<file path="config.mk">
export PLATFORM = sky130hd
export DESIGN_NAME = can_mode_ctrl_flat
export DESIGN_NICKNAME = d
export VERILOG_FILES = /design/src/pkg/can_mode_pkg.sv /design/src/pkg/can_link_if.sv /design/src/hw/can_fifo.sv /design/src/hw/can_mode_ctrl.sv /design/src/flat_wrapper.sv
export SDC_FILE = /design/constraint.sdc
export NUM_CORES = 1
export LEC_CHECK = 0
export BUFFER_PORTS_ARGS = -buffer_cell sky130_fd_sc_hd__buf_4
export CORE_AREA = 2 2 118 120
export CTS_CLUSTER_DIAMETER = 30
export CTS_CLUSTER_SIZE = 30
export DETAILED_ROUTE_END_ITERATION = 12
export DIE_AREA = 0 0 120 122
export PLACE_DENSITY_LB_ADDON = 0.15
export SETUP_SLACK_MARGIN = 0.2
export SYNTH_ARGS = -nofsm -noshare
export SYNTH_HDL_FRONTEND = slang
export SYNTH_SLANG_ARGS = --single-unit
</file>
<file path="constraint.sdc">
create_clock -name core_clk_in -period 3 [get_ports core_clk_in]
set_input_delay 0.6 -clock core_clk_in [delete_from_list [all_inputs] [get_ports core_clk_in]]
set_output_delay 0.6 -clock core_clk_in [all_outputs]
set_load 0.01 [all_outputs]
</file>
<file path="src/pkg/can_mode_pkg.sv">
// shared constants and types for the can controller mode and power control
// Functional notes
// - listen-only receives frames, drives only recessive
// - listen-only never transmits, dominant looped internally
// - loopback feeds transmitter output to receiver
// - loopback ignores rx pin, tx pin recessive
// - loopback ignores ack slot, raises both interrupts
// - controller_on_bit low stops all controller clocks
// - sleep stops clocks except register access
// - wait with wait_stop_select gives power-down, restart
// - deep stop modes always give power-down; a held init_request makes the controller alternate between init and power-down instead
// - light stop: sleep if acked, else power-down
// - wakeup irq needs request, ack, enables all set
// - sleep after tx drain, rx idle, and delay
// - sleep_ack set once sleep active, handshake
// - bus-off counting paused in sleep, tx recessive
// - sleep keeps buffers readable, defers moves, aborts
// - no wakeup_enable masks rx, locks sleep
// - wake on bus activity or request cleared
// - after wake wait 11 recessive bits
// - on wake perform deferred moves, aborts, transmissions
// - init aborts traffic, tx recessive at once
// - init stops controller, resets control and flags
// - init request synchronised, ack when all initialised
// - power-down stops traffic, recovery if not asleep
package can_mode_pkg;
	// controller operating mode
	typedef enum logic [2:0] {
		MODE_DISABLED = 3'b000,
		MODE_NORMAL = 3'b001,
		MODE_SLEEP_PEND = 3'b010,
		MODE_SLEEP = 3'b011,
		MODE_INIT = 3'b100,
		MODE_POWER_DOWN = 3'b101,
		MODE_RECOVER = 3'b110,
		MODE_WAKE_SYNC = 3'b111
	} can_mode_t;
	// cpu power state
	typedef enum logic [1:0] {
		CPU_RUN = 2'b00,
		CPU_WAIT = 2'b01,
		CPU_STOP3 = 2'b10,
		CPU_STOP12 = 2'b11
	} cpu_mode_t;
	localparam logic [3:0] RECESSIVE_RUN_BITS = 4'hb;
	localparam logic [7:0] BUSOFF_RUNS = 8'h80;
	localparam logic [3:0] SLEEP_SYNC_CYCLES = 4'h3;
	localparam logic [3:0] INIT_SYNC_CYCLES = 4'h3;
	localparam logic [3:0] RECOVERY_CYCLES = 4'h8;
	localparam logic [7:0] BIT_DIV_RESET = 8'h19;
	localparam int FIFO_DEPTH = 8;
	localparam int FIFO_WIDTH = 8;
endpackage : can_mode_pkg

</file>
<file path="src/pkg/can_link_if.sv">
// link between can controller end and the cpu side end
interface can_link_if;
	logic controller_on_bit;
	logic wait_stop_select;
	logic sleep_request;
	logic wakeup_enable;
	logic wakeup_irq_enable;
	logic init_request;
	logic listen_only;
	logic loopback;
	logic [1:0] cpu_mode;
	logic sleep_ack;
	logic init_ack;
	logic wakeup_irq;
	logic tx_irq;
	logic rx_irq;
	logic [2:0] mode;
	logic [7:0] tx_data;
	logic tx_valid;
	logic tx_ready;
	logic [7:0] rx_data;
	logic rx_valid;
	logic rx_ready;
	modport ctrl (input controller_on_bit, wait_stop_select, sleep_request, wakeup_enable,
		wakeup_irq_enable, init_request, listen_only, loopback, cpu_mode, tx_data, tx_valid, rx_ready,
		output sleep_ack, init_ack, wakeup_irq, tx_irq, rx_irq, mode, tx_ready, rx_data, rx_valid);
	modport cpu (output controller_on_bit, wait_stop_select, sleep_request, wakeup_enable,
		wakeup_irq_enable, init_request, listen_only, loopback, cpu_mode, tx_data, tx_valid, rx_ready,
		input sleep_ack, init_ack, wakeup_irq, tx_irq, rx_irq, mode, tx_ready, rx_data, rx_valid);
endinterface : can_link_if

</file>
<file path="src/hw/can_fifo.sv">
// parameterised valid/ready fifo for the data path
module can_fifo #(
	parameter int WIDTH = 8,
	parameter int DEPTH = 8
) (
	input wire logic core_clk_in,
	input wire logic rst_n_in,
	input wire logic flush_in,
	input wire logic [WIDTH-1:0] in_data_in,
	input wire logic in_valid_in,
	output logic in_ready_out,
	output logic [WIDTH-1:0] out_data_out,
	output logic out_valid_out,
	input wire logic out_ready_in
);
	localparam int AW = $clog2(DEPTH);
	logic [WIDTH-1:0] mem [DEPTH];
	logic [AW:0] wr_ptr_r;
	logic [AW:0] rd_ptr_r;
	logic push;
	logic pop;
	// full and empty from pointer wrap bit
	assign in_ready_out = !((wr_ptr_r[AW] != rd_ptr_r[AW]) && (wr_ptr_r[AW-1:0] == rd_ptr_r[AW-1:0]));
	assign out_valid_out = (wr_ptr_r != rd_ptr_r);
	assign out_data_out = mem[rd_ptr_r[AW-1:0]];
	assign push = in_valid_in && in_ready_out;
	assign pop = out_valid_out && out_ready_in;
	// storage write
	always_ff @(posedge core_clk_in) begin
		if (push) begin
			mem[wr_ptr_r[AW-1:0]] <= in_data_in;
		end
	end
	// pointers
	always_ff @(posedge core_clk_in) begin
		if (!rst_n_in || flush_in) begin
			wr_ptr_r <= '0;
			rd_ptr_r <= '0;
		end else begin
			if (push) begin
				wr_ptr_r <= wr_ptr_r + 1'b1;
			end
			if (pop) begin
				rd_ptr_r <= rd_ptr_r + 1'b1;
			end
		end
	end
endmodule // can_fifo

</file>
<file path="src/hw/can_mode_ctrl.sv">
// can controller end: mode, sleep, init and power-down control with pins
module can_mode_ctrl
	import can_mode_pkg::*;
#(
	parameter logic [7:0] BIT_DIV = BIT_DIV_RESET
) (
	input wire logic core_clk_in,
	input wire logic rst_n_in,
	can_link_if.ctrl link,
	input wire logic rx_pin_in,
	output logic tx_pin_out,
	input wire logic tx_pending_in,
	input wire logic rx_active_in,
	input wire logic bus_off_in,
	output logic clk_gate_out,
	output logic busoff_run_done_out
);
	can_mode_t mode_r;
	logic rx_s1_r;
	logic rx_s2_r;
	logic bit_en_r;
	logic [7:0] div_r;
	logic [3:0] dly_r;
	logic [3:0] rec_run_r;
	logic [7:0] busoff_cnt_r;
	logic was_asleep_r;
	logic rx_int;
	logic tx_bit;
	logic wake_evt;
	logic pd_req;
	logic tx_pin_r;
	logic sleep_ack_r;
	logic init_ack_r;
	logic wake_irq_r;
	logic tx_irq_r;
	logic rx_irq_r;
	logic clk_gate_r;
	logic fifo_flush;
	logic tx_f_valid;
	logic [7:0] tx_f_data;
	logic tx_take;
	logic rx_f_ready;
	// rx pin synchroniser
	always_ff @(posedge core_clk_in) begin
		if (!rst_n_in) begin
			rx_s1_r <= 1'b1;
			rx_s2_r <= 1'b1;
		end else begin
			rx_s1_r <= rx_pin_in;
			rx_s2_r <= rx_s1_r;
		end
	end
	// bit-time enable divider
	always_ff @(posedge core_clk_in) begin
		if (!rst_n_in || div_r == BIT_DIV) begin
			div_r <= 8'h00;
		end else begin
			div_r <= div_r + 8'h01;
		end
	end
	always_ff @(posedge core_clk_in) begin
		if (!rst_n_in) begin
			bit_en_r <= 1'b0;
		end else begin
			bit_en_r <= (div_r == BIT_DIV);
		end
	end
	// internal tx bit and receive path selection
	assign tx_bit = tx_f_valid ? tx_f_data[0] : 1'b1;
	always_comb begin
		if (link.loopback) begin
			rx_int = tx_bit;
		end else if (mode_r == MODE_SLEEP && !link.wakeup_enable) begin
			rx_int = 1'b1;
		end else if (link.listen_only) begin
			rx_int = rx_s2_r & tx_bit;
		end else begin
			rx_int = rx_s2_r & tx_bit;
		end
	end
	assign wake_evt = (mode_r == MODE_SLEEP) && link.wakeup_enable && !rx_s2_r;
	// power-down request from cpu mode
	always_comb begin
		unique case (cpu_mode_t'(link.cpu_mode))
			CPU_RUN: pd_req = 1'b0;
			CPU_WAIT: pd_req = link.wait_stop_select;
			CPU_STOP3: pd_req = !(link.sleep_request && sleep_ack_r);
			CPU_STOP12: pd_req = 1'b1;
		endcase
	end
	// mode state machine
	always_ff @(posedge core_clk_in) begin
		if (!rst_n_in) begin
			mode_r <= MODE_DISABLED;
		end else if (!link.controller_on_bit) begin
			mode_r <= MODE_DISABLED;
		end else if (link.init_request && mode_r != MODE_INIT) begin
			mode_r <= MODE_INIT;
		end else if (pd_req && mode_r != MODE_POWER_DOWN && mode_r != MODE_SLEEP) begin
			mode_r <= MODE_POWER_DOWN;
		end else begin
			unique case (mode_r)
				MODE_DISABLED: mode_r <= MODE_INIT;
				MODE_NORMAL: if (link.sleep_request) mode_r <= MODE_SLEEP_PEND;
				MODE_SLEEP_PEND: if (!tx_pending_in && !rx_active_in && dly_r == 4'h0)
					mode_r <= MODE_SLEEP;
				MODE_SLEEP: if (pd_req) mode_r <= MODE_POWER_DOWN;
					else if (wake_evt || !link.sleep_request) mode_r <= MODE_WAKE_SYNC;
				MODE_INIT: if (!link.init_request && init_ack_r) mode_r <= MODE_WAKE_SYNC;
				MODE_POWER_DOWN: if (!pd_req) mode_r <= was_asleep_r ? MODE_SLEEP : MODE_RECOVER;
				MODE_RECOVER: if (dly_r == 4'h0) mode_r <= MODE_WAKE_SYNC;
				MODE_WAKE_SYNC: if (rec_run_r == RECESSIVE_RUN_BITS) mode_r <= MODE_NORMAL;
			endcase
		end
	end
	// remember whether sleep preceded power-down
	always_ff @(posedge core_clk_in) begin
		if (!rst_n_in) begin
			was_asleep_r <= 1'b0;
		end else if (mode_r != MODE_POWER_DOWN) begin
			was_asleep_r <= (mode_r == MODE_SLEEP);
		end
	end
	// delay counter for sleep sync and recovery
	always_ff @(posedge core_clk_in) begin
		if (!rst_n_in) begin
			dly_r <= 4'h0;
		end else if (mode_r != MODE_INIT && link.init_request && link.controller_on_bit) begin
			dly_r <= INIT_SYNC_CYCLES;
		end else if (mode_r == MODE_NORMAL) begin
			dly_r <= SLEEP_SYNC_CYCLES;
		end else if (mode_r == MODE_POWER_DOWN) begin
			dly_r <= RECOVERY_CYCLES;
		end else if (dly_r != 4'h0) begin
			dly_r <= dly_r - 4'h1;
		end
	end
	// recessive run counter for resync and bus-off
	always_ff @(posedge core_clk_in) begin
		if (!rst_n_in || mode_r == MODE_SLEEP || mode_r == MODE_INIT) begin
			rec_run_r <= 4'h0;
		end else if (bit_en_r) begin
			if (!rx_int) begin
				rec_run_r <= 4'h0;
			end else if (rec_run_r != RECESSIVE_RUN_BITS) begin
				rec_run_r <= rec_run_r + 4'h1;
			end else begin
				rec_run_r <= 4'h1;
			end
		end
	end
	// bus-off run counter, paused while asleep
	always_ff @(posedge core_clk_in) begin
		if (!rst_n_in || !bus_off_in || mode_r == MODE_INIT) begin
			busoff_cnt_r <= 8'h00;
		end else if (mode_r != MODE_SLEEP && mode_r != MODE_POWER_DOWN && bit_en_r && rx_int
			&& rec_run_r == RECESSIVE_RUN_BITS - 4'h1 && busoff_cnt_r != BUSOFF_RUNS) begin
			busoff_cnt_r <= busoff_cnt_r + 8'h01;
		end
	end
	// tx pin: recessive unless normal or sleep-pending and not listen-only, loopback or bus-off
	always_ff @(posedge core_clk_in) begin
		if (!rst_n_in) begin
			tx_pin_r <= 1'b1;
		end else if (mode_r != MODE_NORMAL && mode_r != MODE_SLEEP_PEND) begin
			tx_pin_r <= 1'b1;
		end else if (link.listen_only || link.loopback || bus_off_in) begin
			tx_pin_r <= 1'b1;
		end else begin
			tx_pin_r <= tx_bit;
		end
	end
	// handshake acknowledges, read only to the cpu side
	always_ff @(posedge core_clk_in) begin
		if (!rst_n_in) begin
			sleep_ack_r <= 1'b0;
			init_ack_r <= 1'b0;
		end else begin
			sleep_ack_r <= (mode_r == MODE_SLEEP) || (mode_r == MODE_POWER_DOWN && was_asleep_r);
			init_ack_r <= (mode_r == MODE_INIT) && (dly_r == 4'h0 || init_ack_r) && link.init_request;
		end
	end
	// interrupts and clock gate
	always_ff @(posedge core_clk_in) begin
		if (!rst_n_in) begin
			wake_irq_r <= 1'b0;
			tx_irq_r <= 1'b0;
			rx_irq_r <= 1'b0;
			clk_gate_r <= 1'b0;
			busoff_run_done_out <= 1'b0;
		end else begin
			wake_irq_r <= wake_evt && link.sleep_request && sleep_ack_r && link.wakeup_irq_enable;
			tx_irq_r <= tx_take;
			rx_irq_r <= link.loopback && tx_take;
			clk_gate_r <= (mode_r == MODE_NORMAL || mode_r == MODE_SLEEP_PEND || mode_r == MODE_WAKE_SYNC
				|| mode_r == MODE_RECOVER);
			busoff_run_done_out <= (busoff_cnt_r == BUSOFF_RUNS);
		end
	end
	// data path: transmit only when online and not listen-only; rx held in sleep
	assign fifo_flush = (mode_r == MODE_INIT);
	assign tx_take = tx_f_valid && bit_en_r && mode_r == MODE_NORMAL && !link.listen_only;
	assign rx_f_ready = (mode_r != MODE_SLEEP) && (mode_r != MODE_POWER_DOWN) && link.rx_ready;
	can_fifo #(.WIDTH(FIFO_WIDTH), .DEPTH(FIFO_DEPTH)) u_tx_fifo (
		.core_clk_in(core_clk_in),
		.rst_n_in(rst_n_in),
		.flush_in(fifo_flush),
		.in_data_in(link.tx_data),
		.in_valid_in(link.tx_valid),
		.in_ready_out(link.tx_ready),
		.out_data_out(tx_f_data),
		.out_valid_out(tx_f_valid),
		.out_ready_in(tx_take)
	);
	// loopback frames return to receive side; ack slot not checked
	can_fifo #(.WIDTH(FIFO_WIDTH), .DEPTH(FIFO_DEPTH)) u_rx_fifo (
		.core_clk_in(core_clk_in),
		.rst_n_in(rst_n_in),
		.flush_in(fifo_flush),
		.in_data_in(tx_f_data),
		.in_valid_in(link.loopback && tx_take),
		.in_ready_out(),
		.out_data_out(link.rx_data),
		.out_valid_out(link.rx_valid),
		.out_ready_in(rx_f_ready)
	);
	assign tx_pin_out = tx_pin_r;
	assign clk_gate_out = clk_gate_r;
	assign link.mode = mode_r;
	assign link.sleep_ack = sleep_ack_r;
	assign link.init_ack = init_ack_r;
	assign link.wakeup_irq = wake_irq_r;
	assign link.tx_irq = tx_irq_r;
	assign link.rx_irq = rx_irq_r;
endmodule // can_mode_ctrl

</file>
<file path="src/flat_wrapper.sv">
// flat-port wrapper written by rule: the top's interface ports become plain ports
module can_mode_ctrl_flat import can_mode_pkg::*;
#(
	parameter logic [7:0] BIT_DIV = BIT_DIV_RESET
)
  (core_clk_in, rst_n_in, rx_pin_in, tx_pin_out, tx_pending_in, rx_active_in, bus_off_in, clk_gate_out, busoff_run_done_out, link_controller_on_bit, link_wait_stop_select, link_sleep_request, link_wakeup_enable, link_wakeup_irq_enable, link_init_request, link_listen_only, link_loopback, link_cpu_mode, link_tx_data, link_tx_valid, link_rx_ready, link_sleep_ack, link_init_ack, link_wakeup_irq, link_tx_irq, link_rx_irq, link_mode, link_tx_ready, link_rx_data, link_rx_valid);
  can_link_if link_i ();
  input wire logic core_clk_in;
  input wire logic rst_n_in;
  input wire logic rx_pin_in;
  output logic tx_pin_out;
  input wire logic tx_pending_in;
  input wire logic rx_active_in;
  input wire logic bus_off_in;
  output logic clk_gate_out;
  output logic busoff_run_done_out;
  input wire logic [$bits(link_i.controller_on_bit)-1:0] link_controller_on_bit;
  input wire logic [$bits(link_i.wait_stop_select)-1:0] link_wait_stop_select;
  input wire logic [$bits(link_i.sleep_request)-1:0] link_sleep_request;
  input wire logic [$bits(link_i.wakeup_enable)-1:0] link_wakeup_enable;
  input wire logic [$bits(link_i.wakeup_irq_enable)-1:0] link_wakeup_irq_enable;
  input wire logic [$bits(link_i.init_request)-1:0] link_init_request;
  input wire logic [$bits(link_i.listen_only)-1:0] link_listen_only;
  input wire logic [$bits(link_i.loopback)-1:0] link_loopback;
  input wire logic [$bits(link_i.cpu_mode)-1:0] link_cpu_mode;
  input wire logic [$bits(link_i.tx_data)-1:0] link_tx_data;
  input wire logic [$bits(link_i.tx_valid)-1:0] link_tx_valid;
  input wire logic [$bits(link_i.rx_ready)-1:0] link_rx_ready;
  output wire logic [$bits(link_i.sleep_ack)-1:0] link_sleep_ack;
  output wire logic [$bits(link_i.init_ack)-1:0] link_init_ack;
  output wire logic [$bits(link_i.wakeup_irq)-1:0] link_wakeup_irq;
  output wire logic [$bits(link_i.tx_irq)-1:0] link_tx_irq;
  output wire logic [$bits(link_i.rx_irq)-1:0] link_rx_irq;
  output wire logic [$bits(link_i.mode)-1:0] link_mode;
  output wire logic [$bits(link_i.tx_ready)-1:0] link_tx_ready;
  output wire logic [$bits(link_i.rx_data)-1:0] link_rx_data;
  output wire logic [$bits(link_i.rx_valid)-1:0] link_rx_valid;
  assign link_i.controller_on_bit = link_controller_on_bit;
  assign link_i.wait_stop_select = link_wait_stop_select;
  assign link_i.sleep_request = link_sleep_request;
  assign link_i.wakeup_enable = link_wakeup_enable;
  assign link_i.wakeup_irq_enable = link_wakeup_irq_enable;
  assign link_i.init_request = link_init_request;
  assign link_i.listen_only = link_listen_only;
  assign link_i.loopback = link_loopback;
  assign link_i.cpu_mode = link_cpu_mode;
  assign link_i.tx_data = link_tx_data;
  assign link_i.tx_valid = link_tx_valid;
  assign link_i.rx_ready = link_rx_ready;
  assign link_sleep_ack = link_i.sleep_ack;
  assign link_init_ack = link_i.init_ack;
  assign link_wakeup_irq = link_i.wakeup_irq;
  assign link_tx_irq = link_i.tx_irq;
  assign link_rx_irq = link_i.rx_irq;
  assign link_mode = link_i.mode;
  assign link_tx_ready = link_i.tx_ready;
  assign link_rx_data = link_i.rx_data;
  assign link_rx_valid = link_i.rx_valid;
  can_mode_ctrl #(.BIT_DIV(BIT_DIV)) u_core (.core_clk_in(core_clk_in), .rst_n_in(rst_n_in), .link(link_i), .rx_pin_in(rx_pin_in), .tx_pin_out(tx_pin_out), .tx_pending_in(tx_pending_in), .rx_active_in(rx_active_in), .bus_off_in(bus_off_in), .clk_gate_out(clk_gate_out), .busoff_run_done_out(busoff_run_done_out));
endmodule
</file>
==> Yosys cells after proc, flatten, opt, wreduce, memory -nomap -nowiden <==
Memories as Yosys holds them, arrays and structs flattened. A register that Yosys moved wholly into a read port is not among the register bits.
Cells that the tools add are included.
{ "classes": {"addsub": 8, "eq_ne": 48, "n_mux": 30, "n_bitwise": 3, "n_reduce_logical": 75} }
{ "ops": {"columns": ["cell", "count"], "rows": [
  ["$mux 3", 15],
  ["$logic_and 1x1->1", 34],
  ["$pmux 3 s8", 1],
  ["$reduce_and 7->1", 3],
  ["$add 4x1->4 const B", 5],
  ["$ne 4x1->1 const B", 5],
  ["$ne 3x1->1 const B", 6],
  ["$add 8x1->8 const B", 2],
  ["$mux 4", 4],
  ["$logic_or 1x1->1", 14],
  ["$eq 3x3->1 const B", 4],
  ["$logic_not 1->1", 12],
  ["$ne 3x2->1 const B", 3],
  ["$ne 3x3->1 const B", 3],
  ["$reduce_or 3->1", 3],
  ["$eq 4x4->1 const B", 2],
  ["$eq 8x5->1 const B", 1],
  ["$eq 8x8->1 const B", 1],
  ["$ne 2x1->1 const B", 4],
  ["$ne 4x4->1", 2],
  ["$ne 4x4->1 const B", 2],
  ["$ne 8x8->1 const B", 1],
  ["$reduce_bool 4->1", 2],
  ["$reduce_or 4->1", 2],
  ["20 further kinds", 33]
]} }
{ "word_totals": {"register_bits": 55, "ram_bits": 128, "in_bits": 26, "out_inout_bits": 21, "wordCells": 191, "memories": 2} }
{ "memory_table": {"columns": ["name", "words", "word_bits", "read_ports", "rd_clocked_by_memory_dff", "wr", "line_no", "source"], "rows": [
  ["u_core.u_rx_fifo.mem", 8, 8, 1, 1, 1, "can_fifo.sv:17", "logic [WIDTH-1:0] mem [DEPTH];"],
  ["u_core.u_tx_fifo.mem", 8, 8, 1, 1, 1, "can_fifo.sv:17", null]
]} }

==> Logic depth before layout (Yosys ltp) <==
{ "depth": {"ltp_word": 9, "mapped_depth": 8, "depth_no_buf": 7} }

==> Hierarchy <==
From an unflattened synthesis, not the netlist that was laid out.
{ "unflattened": {"cells_unflattened": 597, "hier_area_um2": 8544.4} }
{ "by_module_without_submodules": {"columns": ["mod", "n_inst", "cells_per_inst", "area_per_inst_um2", "seq_area_each_um2"], "rows": [
  ["can_fifo", 2, 178, 3261.9, 2142.1],
  ["can_mode_ctrl", 1, 241, 2020.7, 780.7]
]} }

==> Least setup slack after synthesis <==
OpenSTA, ideal clock, no wires.
{ "synth_path": {"kind": "reg2reg", "startpoint": "register u_core.mode_r[1] (netlist: u_core.link.mode[1])", "endpoint": "memory u_core.u_rx_fifo.mem[2][0], enable pin", "setup_time_ns": 0.385, "arrival_ns": 2.339, "required_ns": 2.615, "setup_slack_ns": 0.276, "stages_incl_launch_ff": 7, "path_buffers": 1, "period_less_slack_ns": 2.724, "cell_sequence": "dfxtp_1 -> buf_2 -> nor2b_1 -> nand2_1 -> nor3_1 -> nand2b_1 -> nor3b_1"} }
{ "synth_between": {"elab_chain_len": 7} }
{ "synth_rtl": {"columns": ["item", "line_no", "source"], "rows": [
  ["start, declared", "can_mode_ctrl.sv:18", "can_mode_t mode_r;"],
  ["start signal, assigned", "can_mode_ctrl.sv:110", "MODE_POWER_DOWN: if (!pd_req) mode_r <= was_asleep_r ? MODE_SLEEP : MODE_RECOVER;"],
  ["$eq 3x1->1", "can_mode_ctrl.sv:202", "assign tx_take = tx_f_valid && bit_en_r && mode_r == MODE_NORMAL && !link.listen_only;"],
  ["$logic_and 1x1->1 (2 in a row)", "can_mode_ctrl.sv:202", null],
  ["$logic_and 1x1->1", "can_mode_ctrl.sv:221", ".in_valid_in(link.loopback && tx_take),"],
  ["$logic_and 1x1->1", "can_fifo.sv:26", "assign push = in_valid_in && in_ready_out;"],
  ["$mux 1", "can_fifo.sv:30", "if (push) begin"],
  ["$mux 1 (not written as such)", "can_fifo.sv:31", "mem[wr_ptr_r[AW-1:0]] <= in_data_in;"],
  ["end, declared", "can_fifo.sv:17", null]
]} }
Every way passes these cells.

==> summary.txt <==
Status: completed
DRC Markers: 0
Dpl hpwl: 9.71 mm
#FFs+latches synth: 189
Postcts setup bufs: 0
Total clock sinks: 189
PwrDens: 564 nW/um^2
Sw Ratio: 20.9%
Synthesis warning total: 0
Clock root buffer: clkbuf_16
Async S/R FF share, synth: 0%
CTS Buffer Depth: 2
Netlist Area Pre-Place: 7910 sq um
Cts repair resizes: 0
Sequential share of power: 55.5%
GP Congestion: 0.843
Post-synth top flop: edfxtp_1
Total GRT Usage: 20.8%
Crit Path Max Fanout: 16
Worst vdd ir: 0.000452 V
Period utilisation layout: 89.0%
Netlist cell types: 56
Syn avg cell area: 14.2 sq um
Drt initial violations: 301
Largest net degree at the start of global routing: 26
Total gr overflow: 0
Core Box Area: 13500 sq um
Placed cell area: 8510 sq um
Switching power: 0.00107 W
Fin area: 9060 sq um
Leakage power: 3.07 nW
Fill cell count: 975
Setup TNS: 0 ns
Clock Skews: 0.00951 ns
CTS tree: yes
Final Core Density: 67.1%
Most frequent cells in the layout: edfxtp_1, buf_4, dfxtp_1
Min Clock Period, post-route: 2.67 ns
H-tree depth: 4
Initial Util: 58.5%
Max cap viols: 0
Tightest Pin Transition: 0.865 ns
Final Hold Violating Endpoints: 0
WL/cell: 17.4 um
First-pass GRT wire length: 23.4 mm
Die area: 14600 sq um
Hold-fix buffers at CTS: 0
Int Power: 0.00404 W
Reg clk slew, reported paths: 0.06 ns
Vias in the first global route: 4605
Antenna Cells: 0
RSZ-0062 raised after global routing: false
Syn Nets: 592
Post-route antenna net violation count: 0
Fmax: 0.374 GHz
Headroom to the max-slew limit: 41.7%
Crit Path Class: reg -> out
CP Capture Type: output port
Comb pwr share: 4.0%
DRT Pass-1 Iters: 4
Die W: 120 um
Number of flops mapped to enable cells by yosys: 128
Num CTS Buffers: 17
Yosys top cell by area: edfxtp_1
Ports: 47
Layout cells sized above 1: 23.5%
Worst-skew pair later-pin latency: 0.42 ns
Sequential fraction of the synthesis area: 64.1%
Req. time, crit path: 2.40 ns
Die Y: 122 um
Final setup viols: 0
Startpoint Class: register
Commonest non-fill, non-tap cell in the layout: edfxtp_1
IO buf count: 46
Synth top area share: 48.6%
Final wirelength: 14.0 mm
Clock Power Share: 40.5%
Area growth syn-to-layout: 14.5%
Cells after Synth: 556
Max-slew violation count: 0
Nets: 651
Vias: 4576
Ranking of synthesized cells by area: edfxtp_1, dfxtp_1, mux4_2, mux2_2, nor2_1
Hold Path Class: in -> reg
Vias per cell: 5.68
Critical path arrival: 2.07 ns
Row count: 43
Initial antenna violation count: 0
==> sequential cells by signal, indices dropped and copies added (netlist names), named ones only <==
signal and flops:
u_core.u_rx_fifo.wr_ptr_r 4, u_core.div_r 8, u_core.u_rx_fifo.rd_ptr_r 4, u_core.busoff_cnt_r 8, u_core.u_tx_fifo.wr_ptr_r 4, u_core.was_asleep_r 1, u_core.clk_gate_out 1, u_core.link.sleep_ack 1
u_core.dly_r 4, u_core.link.init_ack 1, u_core.rec_run_r 4, u_core.link.rx_irq 1, u_core.u_rx_fifo.mem 64, u_core.u_tx_fifo.mem 64, u_core.rx_s1_r 1, u_core.busoff_run_done_out 1
u_core.bit_en_r 1, u_core.rx_s2_r 1, u_core.u_tx_fifo.rd_ptr_r 4, u_core.link.mode 3, u_core.link.tx_irq 1, u_core.tx_pin_out 1, u_core.link.wakeup_irq 1
==> through the flow <==
step                std cells  setup WS [ns]  hold slack (ns)  total power, W
floorplan                 556          0.276            0.386         0.00301
global placement          776          0.458            0.397         0.00309
detailed placement        776          0.413            0.397         0.00310
CTS                       806          0.284            0.362         0.00514
global route              806          0.244            0.369         0.00526
finish                    806          0.330            0.373         0.00511
==> power groups by stage <==
stage	Combinational, W	Clock, W	Sequential [W]
after detailed placement	0.000206	0	0.00289
final	0.000205	0.00207	0.00283
after global routing	0.000230	0.00220	0.00284
after global placement	0.000200	0	0.00289
after CTS	0.000207	0.00210	0.00283
after floorplan	0.000124	0	0.00288
==> layer usage <==
metal  vias up  wire [um]  track usage [%]
li1       2232          -                -
met5         -          0                0
met2        87       6940             33.9
met3        17        559             4.03
met1      2240       6310             28.1
met4         0        212             7.94
==> cell type report <==
cell class	instances	area [sq um]	area share [%]
Clock buffer	18	429	4.74
Clock inverter	12	114	1.26
Inverter	14	52.6	0.580
Multi-Input combinational cell	328	2680	29.6
Sequential cell	189	5060	55.9
Tap cell	180	225	2.49
Timing Repair Buffer	65	488	5.39
==> worst paths after layout <==
kind	startpoint	endpoint	slack (ns)	cells past startpoint
worst max register to register	u_core.u_tx_fifo.wr_ptr_r[0]	u_core.u_rx_fifo.mem[1][2]	0.47	6
worst min register to register	u_core.rx_s1_r	u_core.rx_s2_r	0.41	1
worst min-delay path	rx_pin_in	u_core.rx_s1_r	0.37	2
worst max-delay path	register	link_rx_data[1]	0.33	3
==> cells in the mapped netlist, drive strengths merged (3+ instances only) <==
library cell / number
a21o: 4
a21oi: 13
a31oi: 3
and2: 3
and3: 8
buf: 15
clkbuf: 10
dfxtp: 61
edfxtp: 128
ha: 10
inv: 14
mux2: 17
mux2i: 7
mux4: 32
nand2: 28
nand2b: 18
nand3: 14
nand3b: 4
nand4: 5
nor2: 49
nor2b: 4
nor3: 16
nor3b: 6
nor4: 10
o21ai: 9
o31a: 3
o41ai: 3
or4: 3
xnor2: 17
xor2: 13
==> cell families (layout without fill, tap and decap cells) <==
kind of cell,after synthesis,count (layout),synth area share (%)
DFF,189,189,64.1
and+or+nand+nor,174,174,11.3
AOI/OAI and AO/OA,58,58,5.24
muxes,56,56,12.4
buffers and inverters,39,109,2.09
xor gates and xnor gates,30,30,3.32
adders and majority gates,10,10,1.58
==> critical path, cell delays in order, from the launching register on <==
cell and delay (ns):
dfxtp_1 0.79, mux4_2 0.44, mux2_2 0.28, buf_4 0.14
(Power assumes the default switching activity.)
